`src/shared/tmsa_regs.vh`:
```
// Register offsets, field positions, reset values and timing counts
// Assumes a 20 MHz system clock and byte-wide pointer addresses
`ifndef TMSA_REGS_VH
`define TMSA_REGS_VH

// ------------------------------------------------------------
// Pointer addresses
// ------------------------------------------------------------
`define TMSA_RD_STATUS 8'h02
`define TMSA_RD_SETUP 8'h03
`define TMSA_RD_RATE 8'h04
`define TMSA_RD_UPPER 8'h05
`define TMSA_RD_LOWER 8'h06
`define TMSA_WR_SETUP 8'h09
`define TMSA_WR_RATE 8'h0a
`define TMSA_WR_UPPER 8'h0b
`define TMSA_WR_LOWER 8'h0c
`define TMSA_WR_ONESHOT 8'h0f

// ------------------------------------------------------------
// Reset values
// ------------------------------------------------------------
`define TMSA_SETUP_RST 8'h00
`define TMSA_RATE_RST 4'h8
`define TMSA_UPPER_RST 8'h55
`define TMSA_LOWER_RST 8'h00
`define TMSA_RDATA_IDLE 8'h00

// ------------------------------------------------------------
// Setup fields
// ------------------------------------------------------------
`define TMSA_SETUP_ALARM_DIS 7
`define TMSA_SETUP_SHUTDOWN 6
`define TMSA_SETUP_PIN_FUNC 5
`define TMSA_SETUP_RANGE 2

// ------------------------------------------------------------
// Status fields
// ------------------------------------------------------------
`define TMSA_ST_BUSY 7
`define TMSA_ST_LOC_OVER 6
`define TMSA_ST_LOC_UNDER 5
`define TMSA_ST_REM_OVER 4
`define TMSA_ST_REM_UNDER 3
`define TMSA_ST_OPEN 2
`define TMSA_ST_REM_TRIP 1
`define TMSA_ST_LOC_TRIP 0

// ------------------------------------------------------------
// Conversion timing
// ------------------------------------------------------------
`define TMSA_RATE_MAX 4'h9
`define TMSA_INTERVAL_S 16
`define TMSA_CLK_HZ 20000000
`define TMSA_INTERVAL_MAX_CYC (`TMSA_INTERVAL_S * `TMSA_CLK_HZ)

`endif

```
`src/rtl/tmsa_core.v`:
```
// Status, alarm and setup logic of a local plus remote temperature monitor
// Assumes an external converter with start/done handshake and a
// register port decoded from the two-wire pointer address
`timescale 1ns/100ps
`include "tmsa_regs.vh"

// Operation
// - Alarm mode: flags sticky; high-limit mode: open only
// - Read-only status at pointer 02h
// - Local and remote over/under flags
// - Open flag set on open remote junction
// - Alarm mode: any flag sets latch, pin low
// - Status read clears flags whose cause gone
// - Address read frees latch only when clean
// - Trip flags set above limit, self-clear
// - Overtemp pin low while either channel tripped
// - Trip release at limit minus hysteresis
// - High-limit mode: pin set by high limits only, released at limit minus hysteresis
// - Setup read 03h, write 09h, reset 00h
// - Alarm disable bit ignored in high-limit mode
// - Shutdown finishes current conversion then stops
// - One-shot write in shutdown starts one conversion
// - Range bit selects standard or extended range
// - Rate read 04h, write 0Ah, reset 08h
// - Rate code doubles rate per step up to 09h
// - Upper bound read 05h, write 0Bh, reset 55h
// - Lower bound read 06h, write 0Ch, reset 00h
// - Status layout busy down to local trip
module tmsa_core #(
  parameter [31:0] INTERVAL_MAX_CYC = `TMSA_INTERVAL_MAX_CYC
) (
  input wire clk_i,
  input wire nrst_i,
  input wire reg_wr_i,
  input wire reg_rd_i,
  input wire [7:0] reg_addr_i,
  input wire [7:0] reg_wdata_i,
  output reg [7:0] reg_rdata_o,
  input wire alert_addr_rd_i,
  input wire conv_done_i,
  input wire [7:0] local_temp_i,
  input wire [7:0] remote_temp_i,
  input wire remote_open_i,
  input wire [7:0] remote_upper_i,
  input wire [7:0] remote_lower_i,
  input wire [7:0] local_trip_lim_i,
  input wire [7:0] remote_trip_lim_i,
  input wire [7:0] trip_hyst_i,
  output reg conv_start_o,
  output reg range_ext_o,
  output reg alarm_pin_n_o,
  output reg alarm_pin_oe_o,
  output reg overtemp_out_n_o,
  output reg overtemp_oe_o
);

  // ------------------------------------------------------------
  // Registers
  // ------------------------------------------------------------
  reg [7:0] setup_ff;
  reg [3:0] rate_code_ff;
  reg [7:0] local_upper_bits_ff;
  reg [7:0] local_lower_bits_ff;
  reg busy_ff;
  reg oneshot_ff;
  reg [31:0] tmr_ff;
  reg local_over_flag_ff;
  reg local_under_flag_ff;
  reg remote_over_flag_ff;
  reg remote_under_flag_ff;
  reg open_flag_ff;
  reg remote_trip_flag_ff;
  reg local_trip_flag_ff;
  reg [4:0] cause_ff;
  reg high_trip_ff;
  reg alarm_latch_ff;

  wire alarm_pin_disable = setup_ff[`TMSA_SETUP_ALARM_DIS];
  wire shutdown_ctrl = setup_ff[`TMSA_SETUP_SHUTDOWN];
  wire pin_function_select = setup_ff[`TMSA_SETUP_PIN_FUNC];

  // ------------------------------------------------------------
  // Register port decode
  // ------------------------------------------------------------
  wire wr_setup = reg_wr_i && (reg_addr_i == `TMSA_WR_SETUP);
  wire wr_rate = reg_wr_i && (reg_addr_i == `TMSA_WR_RATE);
  wire wr_upper = reg_wr_i && (reg_addr_i == `TMSA_WR_UPPER);
  wire wr_lower = reg_wr_i && (reg_addr_i == `TMSA_WR_LOWER);
  wire wr_oneshot = reg_wr_i && (reg_addr_i == `TMSA_WR_ONESHOT);
  wire rd_status = reg_rd_i && (reg_addr_i == `TMSA_RD_STATUS);

  // ------------------------------------------------------------
  // Comparators
  // ------------------------------------------------------------
  // Standard and extended formats are both offset binary, so one
  // unsigned compare serves either range setting.
  wire [8:0] loc_rel = {1'b0, local_trip_lim_i} - {1'b0, trip_hyst_i};
  wire [8:0] rem_rel = {1'b0, remote_trip_lim_i} - {1'b0, trip_hyst_i};
  wire [8:0] lup_rel = {1'b0, local_upper_bits_ff} - {1'b0, trip_hyst_i};
  wire [8:0] rup_rel = {1'b0, remote_upper_i} - {1'b0, trip_hyst_i};
  wire [79:0] cmp_meas;
  wire [79:0] cmp_bound;
  wire [9:0] cmp_above;
  wire [9:0] cmp_below;

  assign cmp_meas = {remote_temp_i, local_temp_i, remote_temp_i, local_temp_i,
                     remote_temp_i, local_temp_i, remote_temp_i, local_temp_i,
                     remote_temp_i, local_temp_i};
  assign cmp_bound = {rup_rel[7:0], lup_rel[7:0], rem_rel[7:0], loc_rel[7:0],
                      remote_trip_lim_i, local_trip_lim_i, remote_lower_i,
                      local_lower_bits_ff, remote_upper_i, local_upper_bits_ff};

  genvar gi;
  generate
    for (gi = 0; gi < 10; gi = gi + 1) begin : g_cmp
      tmsa_cmp #(
        .W(8)
      ) u_cmp (
        .meas_i(cmp_meas[8*gi+7:8*gi]),
        .bound_i(cmp_bound[8*gi+7:8*gi]),
        .above_o(cmp_above[gi]),
        .below_o(cmp_below[gi])
      );
    end
  endgenerate

  wire loc_over = cmp_above[0];
  wire rem_over = cmp_above[1];
  wire loc_under = cmp_below[2];
  wire rem_under = cmp_below[3];
  wire loc_trip_set = cmp_above[4];
  wire rem_trip_set = cmp_above[5];
  // A bound minus hysteresis below zero is never reached
  wire loc_trip_clr = ~cmp_above[6] & ~loc_rel[8];
  wire rem_trip_clr = ~cmp_above[7] & ~rem_rel[8];
  wire hi_release = ~cmp_above[8] & ~lup_rel[8] & ~cmp_above[9] & ~rup_rel[8];

  // ------------------------------------------------------------
  // Conversion scheduling
  // ------------------------------------------------------------
  wire [3:0] rate_eff = (rate_code_ff > `TMSA_RATE_MAX) ? `TMSA_RATE_MAX : rate_code_ff;
  // Interval is counted start to start, so the rate only stretches idle
  wire [31:0] interval_cyc = INTERVAL_MAX_CYC >> rate_eff;
  wire period_up = (tmr_ff >= interval_cyc - 32'h0000_0001);
  wire run_start = ~busy_ff && ~shutdown_ctrl && period_up;
  wire shot_start = ~busy_ff && shutdown_ctrl && (oneshot_ff || wr_oneshot);
  wire start = run_start || shot_start;
  wire done = busy_ff && conv_done_i;
  reg nxt_oneshot;

  always @* begin
    nxt_oneshot = oneshot_ff;
    if (wr_oneshot && shutdown_ctrl) begin
      nxt_oneshot = 1'b1;
    end
    if (shot_start || ~shutdown_ctrl) begin
      nxt_oneshot = 1'b0;
    end
  end

  always @(posedge clk_i) begin
    if (!nrst_i) begin
      busy_ff <= 1'b0;
      oneshot_ff <= 1'b0;
      tmr_ff <= 32'hffff_ffff;
      conv_start_o <= 1'b0;
    end else begin
      oneshot_ff <= nxt_oneshot;
      conv_start_o <= start;
      if (start) begin
        busy_ff <= 1'b1;
        tmr_ff <= 32'h0000_0000;
      end else begin
        if (done) begin
          busy_ff <= 1'b0;
        end
        if (tmr_ff != 32'hffff_ffff) begin
          tmr_ff <= tmr_ff + 32'h0000_0001;
        end
      end
    end
  end

  // ------------------------------------------------------------
  // Setup registers
  // ------------------------------------------------------------
  always @(posedge clk_i) begin
    if (!nrst_i) begin
      setup_ff <= `TMSA_SETUP_RST;
      rate_code_ff <= `TMSA_RATE_RST;
      local_upper_bits_ff <= `TMSA_UPPER_RST;
      local_lower_bits_ff <= `TMSA_LOWER_RST;
      range_ext_o <= 1'b0;
    end else begin
      if (wr_setup) begin
        // Reserved bits are not stored and read back as zero
        setup_ff <= reg_wdata_i & 8'he4;
      end
      if (wr_rate) begin
        rate_code_ff <= reg_wdata_i[3:0];
      end
      if (wr_upper) begin
        local_upper_bits_ff <= reg_wdata_i;
      end
      if (wr_lower) begin
        local_lower_bits_ff <= reg_wdata_i;
      end
      range_ext_o <= setup_ff[`TMSA_SETUP_RANGE];
    end
  end

  // ------------------------------------------------------------
  // Status flags
  // ------------------------------------------------------------
  // cause_ff keeps the last conversion's conditions: over, under, open
  reg nxt_lo;
  reg nxt_lu;
  reg nxt_ro;
  reg nxt_ru;
  reg nxt_op;
  reg nxt_lt;
  reg nxt_rt;
  reg [4:0] nxt_cause;
  reg [4:0] cur_cause;
  reg [4:0] ev;
  reg sticky;

  always @* begin
    nxt_cause = cause_ff;
    ev = 5'b00000;
    nxt_lt = local_trip_flag_ff;
    nxt_rt = remote_trip_flag_ff;
    sticky = ~pin_function_select;
    if (done) begin
      nxt_cause = {loc_over, loc_under, rem_over, rem_under, remote_open_i};
      ev = nxt_cause;
      if (loc_trip_set) begin
        nxt_lt = 1'b1;
      end else if (loc_trip_clr) begin
        nxt_lt = 1'b0;
      end
      if (rem_trip_set) begin
        nxt_rt = 1'b1;
      end else if (rem_trip_clr) begin
        nxt_rt = 1'b0;
      end
    end
    cur_cause = nxt_cause;
    // Set wins over a same-cycle clearing read
    nxt_lo = ev[4] | (sticky ? (local_over_flag_ff & ~(rd_status & ~cur_cause[4])) : cur_cause[4]);
    nxt_lu = ev[3] | (sticky ? (local_under_flag_ff & ~(rd_status & ~cur_cause[3])) : cur_cause[3]);
    nxt_ro = ev[2] | (sticky ? (remote_over_flag_ff & ~(rd_status & ~cur_cause[2])) : cur_cause[2]);
    nxt_ru = ev[1] | (sticky ? (remote_under_flag_ff & ~(rd_status & ~cur_cause[1])) : cur_cause[1]);
    nxt_op = ev[0] | (open_flag_ff & ~(rd_status & ~cur_cause[0]));
  end

  always @(posedge clk_i) begin
    if (!nrst_i) begin
      local_over_flag_ff <= 1'b0;
      local_under_flag_ff <= 1'b0;
      remote_over_flag_ff <= 1'b0;
      remote_under_flag_ff <= 1'b0;
      open_flag_ff <= 1'b0;
      local_trip_flag_ff <= 1'b0;
      remote_trip_flag_ff <= 1'b0;
      cause_ff <= 5'b00000;
    end else begin
      local_over_flag_ff <= nxt_lo;
      local_under_flag_ff <= nxt_lu;
      remote_over_flag_ff <= nxt_ro;
      remote_under_flag_ff <= nxt_ru;
      open_flag_ff <= nxt_op;
      local_trip_flag_ff <= nxt_lt;
      remote_trip_flag_ff <= nxt_rt;
      cause_ff <= nxt_cause;
    end
  end

  // ------------------------------------------------------------
  // Alarm latch and pins
  // ------------------------------------------------------------
  wire any_flag = local_over_flag_ff | local_under_flag_ff | remote_over_flag_ff |
                  remote_under_flag_ff | open_flag_ff;
  reg nxt_alarm;
  reg nxt_high;

  always @* begin
    nxt_alarm = alarm_latch_ff;
    // Status read alone never frees the latch
    if (alert_addr_rd_i && ~any_flag && (cause_ff == 5'b00000)) begin
      nxt_alarm = 1'b0;
    end
    if (any_flag && ~pin_function_select) begin
      nxt_alarm = 1'b1;
    end
    if (pin_function_select) begin
      nxt_alarm = 1'b0;
    end
    nxt_high = high_trip_ff;
    if (done) begin
      if (loc_over || rem_over) begin
        nxt_high = 1'b1;
      end else if (hi_release) begin
        nxt_high = 1'b0;
      end
    end
  end

  always @(posedge clk_i) begin
    if (!nrst_i) begin
      alarm_latch_ff <= 1'b0;
      high_trip_ff <= 1'b0;
      alarm_pin_n_o <= 1'b0;
      alarm_pin_oe_o <= 1'b0;
      overtemp_out_n_o <= 1'b0;
      overtemp_oe_o <= 1'b0;
    end else begin
      alarm_latch_ff <= nxt_alarm;
      high_trip_ff <= nxt_high;
      // Open drain: data stays low, enable pulls the line
      alarm_pin_n_o <= 1'b0;
      overtemp_out_n_o <= 1'b0;
      if (pin_function_select) begin
        alarm_pin_oe_o <= nxt_high;
      end else begin
        alarm_pin_oe_o <= nxt_alarm & ~alarm_pin_disable;
      end
      overtemp_oe_o <= nxt_lt | nxt_rt;
    end
  end

  // ------------------------------------------------------------
  // Read data
  // ------------------------------------------------------------
  wire [7:0] status_byte = {busy_ff, local_over_flag_ff, local_under_flag_ff, remote_over_flag_ff,
                            remote_under_flag_ff, open_flag_ff, remote_trip_flag_ff,
                            local_trip_flag_ff};

  always @(posedge clk_i) begin
    if (!nrst_i) begin
      reg_rdata_o <= `TMSA_RDATA_IDLE;
    end else if (reg_rd_i) begin
      case (reg_addr_i)
        `TMSA_RD_STATUS: begin
          reg_rdata_o <= status_byte;
        end
        `TMSA_RD_SETUP: begin
          reg_rdata_o <= setup_ff;
        end
        `TMSA_RD_RATE: begin
          reg_rdata_o <= {4'h0, rate_code_ff};
        end
        `TMSA_RD_UPPER: begin
          reg_rdata_o <= local_upper_bits_ff;
        end
        `TMSA_RD_LOWER: begin
          reg_rdata_o <= local_lower_bits_ff;
        end
        default: begin
          reg_rdata_o <= `TMSA_RDATA_IDLE;
        end
      endcase
    end
  end

endmodule // tmsa_core

```
`src/rtl/tmsa_cmp.v`:
```
// Unsigned magnitude comparator for one measurement against one bound
// Assumes both operands share the same binary format
`timescale 1ns/100ps
module tmsa_cmp #(
  parameter W = 8
) (
  input wire [W-1:0] meas_i,
  input wire [W-1:0] bound_i,
  output wire above_o,
  output wire below_o
);

  assign above_o = (meas_i > bound_i);
  assign below_o = (meas_i < bound_i);

endmodule // tmsa_cmp

```
`config.mk`:
```
export PLATFORM = sky130hd
export DESIGN_NAME = tmsa_core
export DESIGN_NICKNAME = d
export VERILOG_FILES = /design/src/rtl/tmsa_core.v /design/src/rtl/tmsa_cmp.v
export VERILOG_INCLUDE_DIRS = /design/src /design/src/shared
export SDC_FILE = /design/constraint.sdc
export NUM_CORES = 1
export LEC_CHECK = 0
export BUFFER_PORTS_ARGS = -buffer_cell sky130_fd_sc_hd__buf_2
export CORE_UTILIZATION = 55
export CTS_CLUSTER_DIAMETER = 100
export DETAILED_ROUTE_END_ITERATION = 12
export MAX_ROUTING_LAYER = met4
export PLACE_DENSITY = 0.88
export REMOVE_ABC_BUFFERS = 1
export SYNTH_ARGS = -nofsm -noshare
export SYNTH_HDL_FRONTEND = slang
export SYNTH_SLANG_ARGS = --single-unit
```
`constraint.sdc`:
```
create_clock -name clk_i -period 7.75 [get_ports clk_i]
set_input_delay 1.55 -clock clk_i [delete_from_list [all_inputs] [get_ports clk_i]]
set_output_delay 1.55 -clock clk_i [all_outputs]
set_load 0.01 [all_outputs]
```
==> qor.yml <==
timing:
  finalSetupTns_ns: 0
  tightestPinTransition_ns: 1.21
  min_period_over_period: 0.713
  setup_viol: 0
  whs_ns: 0.458
  fmax_ghz: 0.181
  rsz0062_at_grt: "no"
  slew_headroom: 0.187
  hold_violations: 0
  skew_ns: 0.00812
  maxSlewViolCount: 0
  min_period_ns: 5.52
cells_and_area:
  final_area_um2: 9160
  area_delta_synth_final_pct: 11.2
  n_antenna_cell: 0
  fill_cells: 1224
  drive_above_1_share: 0.114
  nNetsFinal: 1347
  fin_util: 0.628
die:
  pin_count: 93
  die_area_um2: 15500
  die_w_um: 124
  initial_utilization: 0.565
  fp.coreArea_um2: 14600
  fp.dieH_um: 124
  num_rows: 44
outcome:
  status: "completed"
detailed_routing:
  drc: 0
  finalWirelength_mm: 22.0
  drt_iter0_drc: 863
  detail_route.vias_per_cell: 6.11
  first_pass_iters: 6
  drtAntennaViolNets: 0
  vias: 7961
  routedWlPerCell_um: 16.9
yosys:
  ys.flop_type: "dfxtp_1"
  synthSimpleGateAreaFrac: 0.206
  yosysTopAreaCell: "ha_1"
  yosysTopAreaCellShare: 0.228
  muxShareOfSynthArea: 0.0369
  yosysUniqueCellTypes: 66
  synth_top_family_by_area: "adder cells"
  synth_seq_cells: 84
  yosysWarnings: 0
  synth-edff-count: 0
  syn_inst: 1033
  async_flop_share: 0
  yosysSeqAreaShare: 0.204
  avgSynthCellArea_um2: 7.98
  synth_xor_area_frac: 0.0489
  synth_compound_area_frac: 0.205
  synthAdderAreaFrac: 0.238
  synth_area_um2: 8240
  ys_top_cells_by_area: "ha_1, dfxtp_1, a21oi_1"
setup_path:
  crit_slowest_cell: "dfxtp_1"
  crit_family: "simple AND/OR/NAND/NOR gates"
  worstSetupPathType: "register to register"
  worst_path_largest_cell_delay_ns: 0.77
  cp-start-kind: "register"
  crit_buf_inv: 2
  cp-end-kind: "register"
  cp.required_ns: 8.02
  path_cells: "clkinv_1 -> nand2_1 -> inv_1 -> ha_1 -> nor3b_1 -> o21ai_0 -> or4_1 -> nand2_1 -> xnor2_1 -> a21boi_0 -> ha_1 -> a21oi_1 -> o21ai_0 -> a31o_2 -> o2111ai_1 -> nand2_4 -> a21oi_1"
  arrival_ns: 5.79
  worst-path-max-fanout: 32
clock_tree:
  htreeDepth: 3
  clk_pin_slew_worst_paths_ns: 0.07
  clk_latency_ns: 0.35
  cts_resized: 0
  numCtsBuffers: 9
  cts_setup_buffers: 0
  clockBufferDepth: 2
  holdBufCountCts: 0
  cts-root-buf: "clkbuf_16"
  cts_tree: "done"
  cts.sink_count: 84
global_routing:
  gr-total-overflow: 0
  grt_max_degree: 56
  grt_use_total: 0.295
  antenna_found_initial: 0
  grt_pass1_vias: 7649
  grt_pass1_wl_mm: 36.7
pwr:
  ir_drop_uv: 113
  power.total_w: 0.00191
  p_leak_nw: 4.07
  powerDensity_nw_per_um2: 208
placement:
  dpl.hpwl_mm: 17.1
  placed_area_um2: 8810
  gp_congestion: 0.949
  numPortBuffers: 90
min_path:
  worstHoldPathType: "register to register"
run:
  max-cap-violations: 0
[per-layer routing]
layer  up-vias  routed length, µm  global-route usage
li1       3883                  -                   -
met1      3684               9470               0.371
met2       337              10300               0.490
met3        57               1560              0.0382
met4         0                588              0.0928
met5         -                  0                   -
[state kept, by name (all words and copies together), names as in the netlist, 4 cells and up]
register             cells
local_upper_bits_ff      8
setup_ff                 4
reg_rdata_o              8
rate_code_ff             4
local_lower_bits_ff      8
tmr_ff                  32
cause_ff                 5
[cell usage after synthesis, types with 5 or more instances]
cell type	count
ha_1	150
a21oi_1	111
inv_1	94
dfxtp_1	84
nand2_1	81
o21ai_0	59
nor2_1	50
nor2b_1	33
nand3_1	31
nand4_1	31
xnor2_1	31
mux2i_1	27
nor3_1	21
nand2b_1	17
o21a_1	17
xor2_1	15
clkbuf_1	14
a21boi_0	13
o211ai_1	12
a21o_1	10
and2_1	10
a222oi_1	7
and3_1	7
nor4_1	7
a211oi_1	6
buf_2	5
o21bai_1	5
[worst min-delay path, stage by stage (launching register included)]
cell	delay, ns
dfxtp_1	0.30
inv_1	0.06
a21oi_1	0.06
[where the power goes]
part / leakage [nW] / switching, W / internal [W]
logic: 3.21 / 0.000409 / 0.000320
registers: 0.690 / 0.000136 / 0.000537
clock network: 0.170 / 0.000189 / 0.000317
total: 4.07 / 0.000734 / 0.00117
[worst paths after layout]
kind / from / slack, ns / to / depth (start not counted)
worst max-delay path: rate_code_ff[3] / 2.23 / tmr_ff[3] / 17
worst min-delay path: oneshot_ff / 0.46 / oneshot_ff / 2
worst max register to register: rate_code_ff[3] / 2.23 / tmr_ff[3] / 17
worst min register to register: oneshot_ff / 0.46 / oneshot_ff / 2
[layout by cell type (no fill, tap or decap), types with 9 or more instances in the layout]
cell / count
o211ai_1: 12
o21a_1: 17
nand3_1: 31
a21o_1: 10
a21boi_0: 13
xnor2_1: 31
inv_1: 94
ha_1: 150
mux2i_1: 27
nor2b_1: 33
o21ai_0: 59
clkbuf_16: 9
dfxtp_1: 84
nand2b_1: 17
xor2_1: 15
nor3_1: 21
nand2_1: 81
nor2_1: 50
nand4_1: 31
buf_2: 90
a21oi_1: 111
and2_1: 10
[logic make-up (layout without fill, tap and decap cells)]
family                   after synthesis  count (layout)
buffers and inverters                123             204
flip-flops                            84              84
AND/OR/NAND/NOR                      317             317
AO/OA/AOI/OAI                        277             277
other                                  2               7
adder cells (fa/ha/maj)              154             154
XOR/XNOR                              46              46
multiplexers                          30              30
[through the flow]
step / worst slack [ns] / std cells
after floorplan: 3.32 / 1011
after global placement: 2.69 / 1287
after detailed placement: 2.50 / 1287
after CTS: 2.36 / 1303
after global routing: 1.85 / 1303
final: 2.23 / 1303
[cell type report]
type / instances / area (µm²) / area share
sequential: 84 / 1680 / 0.184
clock buffer: 9 / 225 / 0.0246
multi-input combinational: 831 / 6070 / 0.663
inverter: 96 / 360 / 0.0393
tap: 184 / 230 / 0.0251
clock inverter: 7 / 121 / 0.0133
timing repair buffer: 92 / 465 / 0.0508
Note: power is estimated with default switching activity, not from simulation.
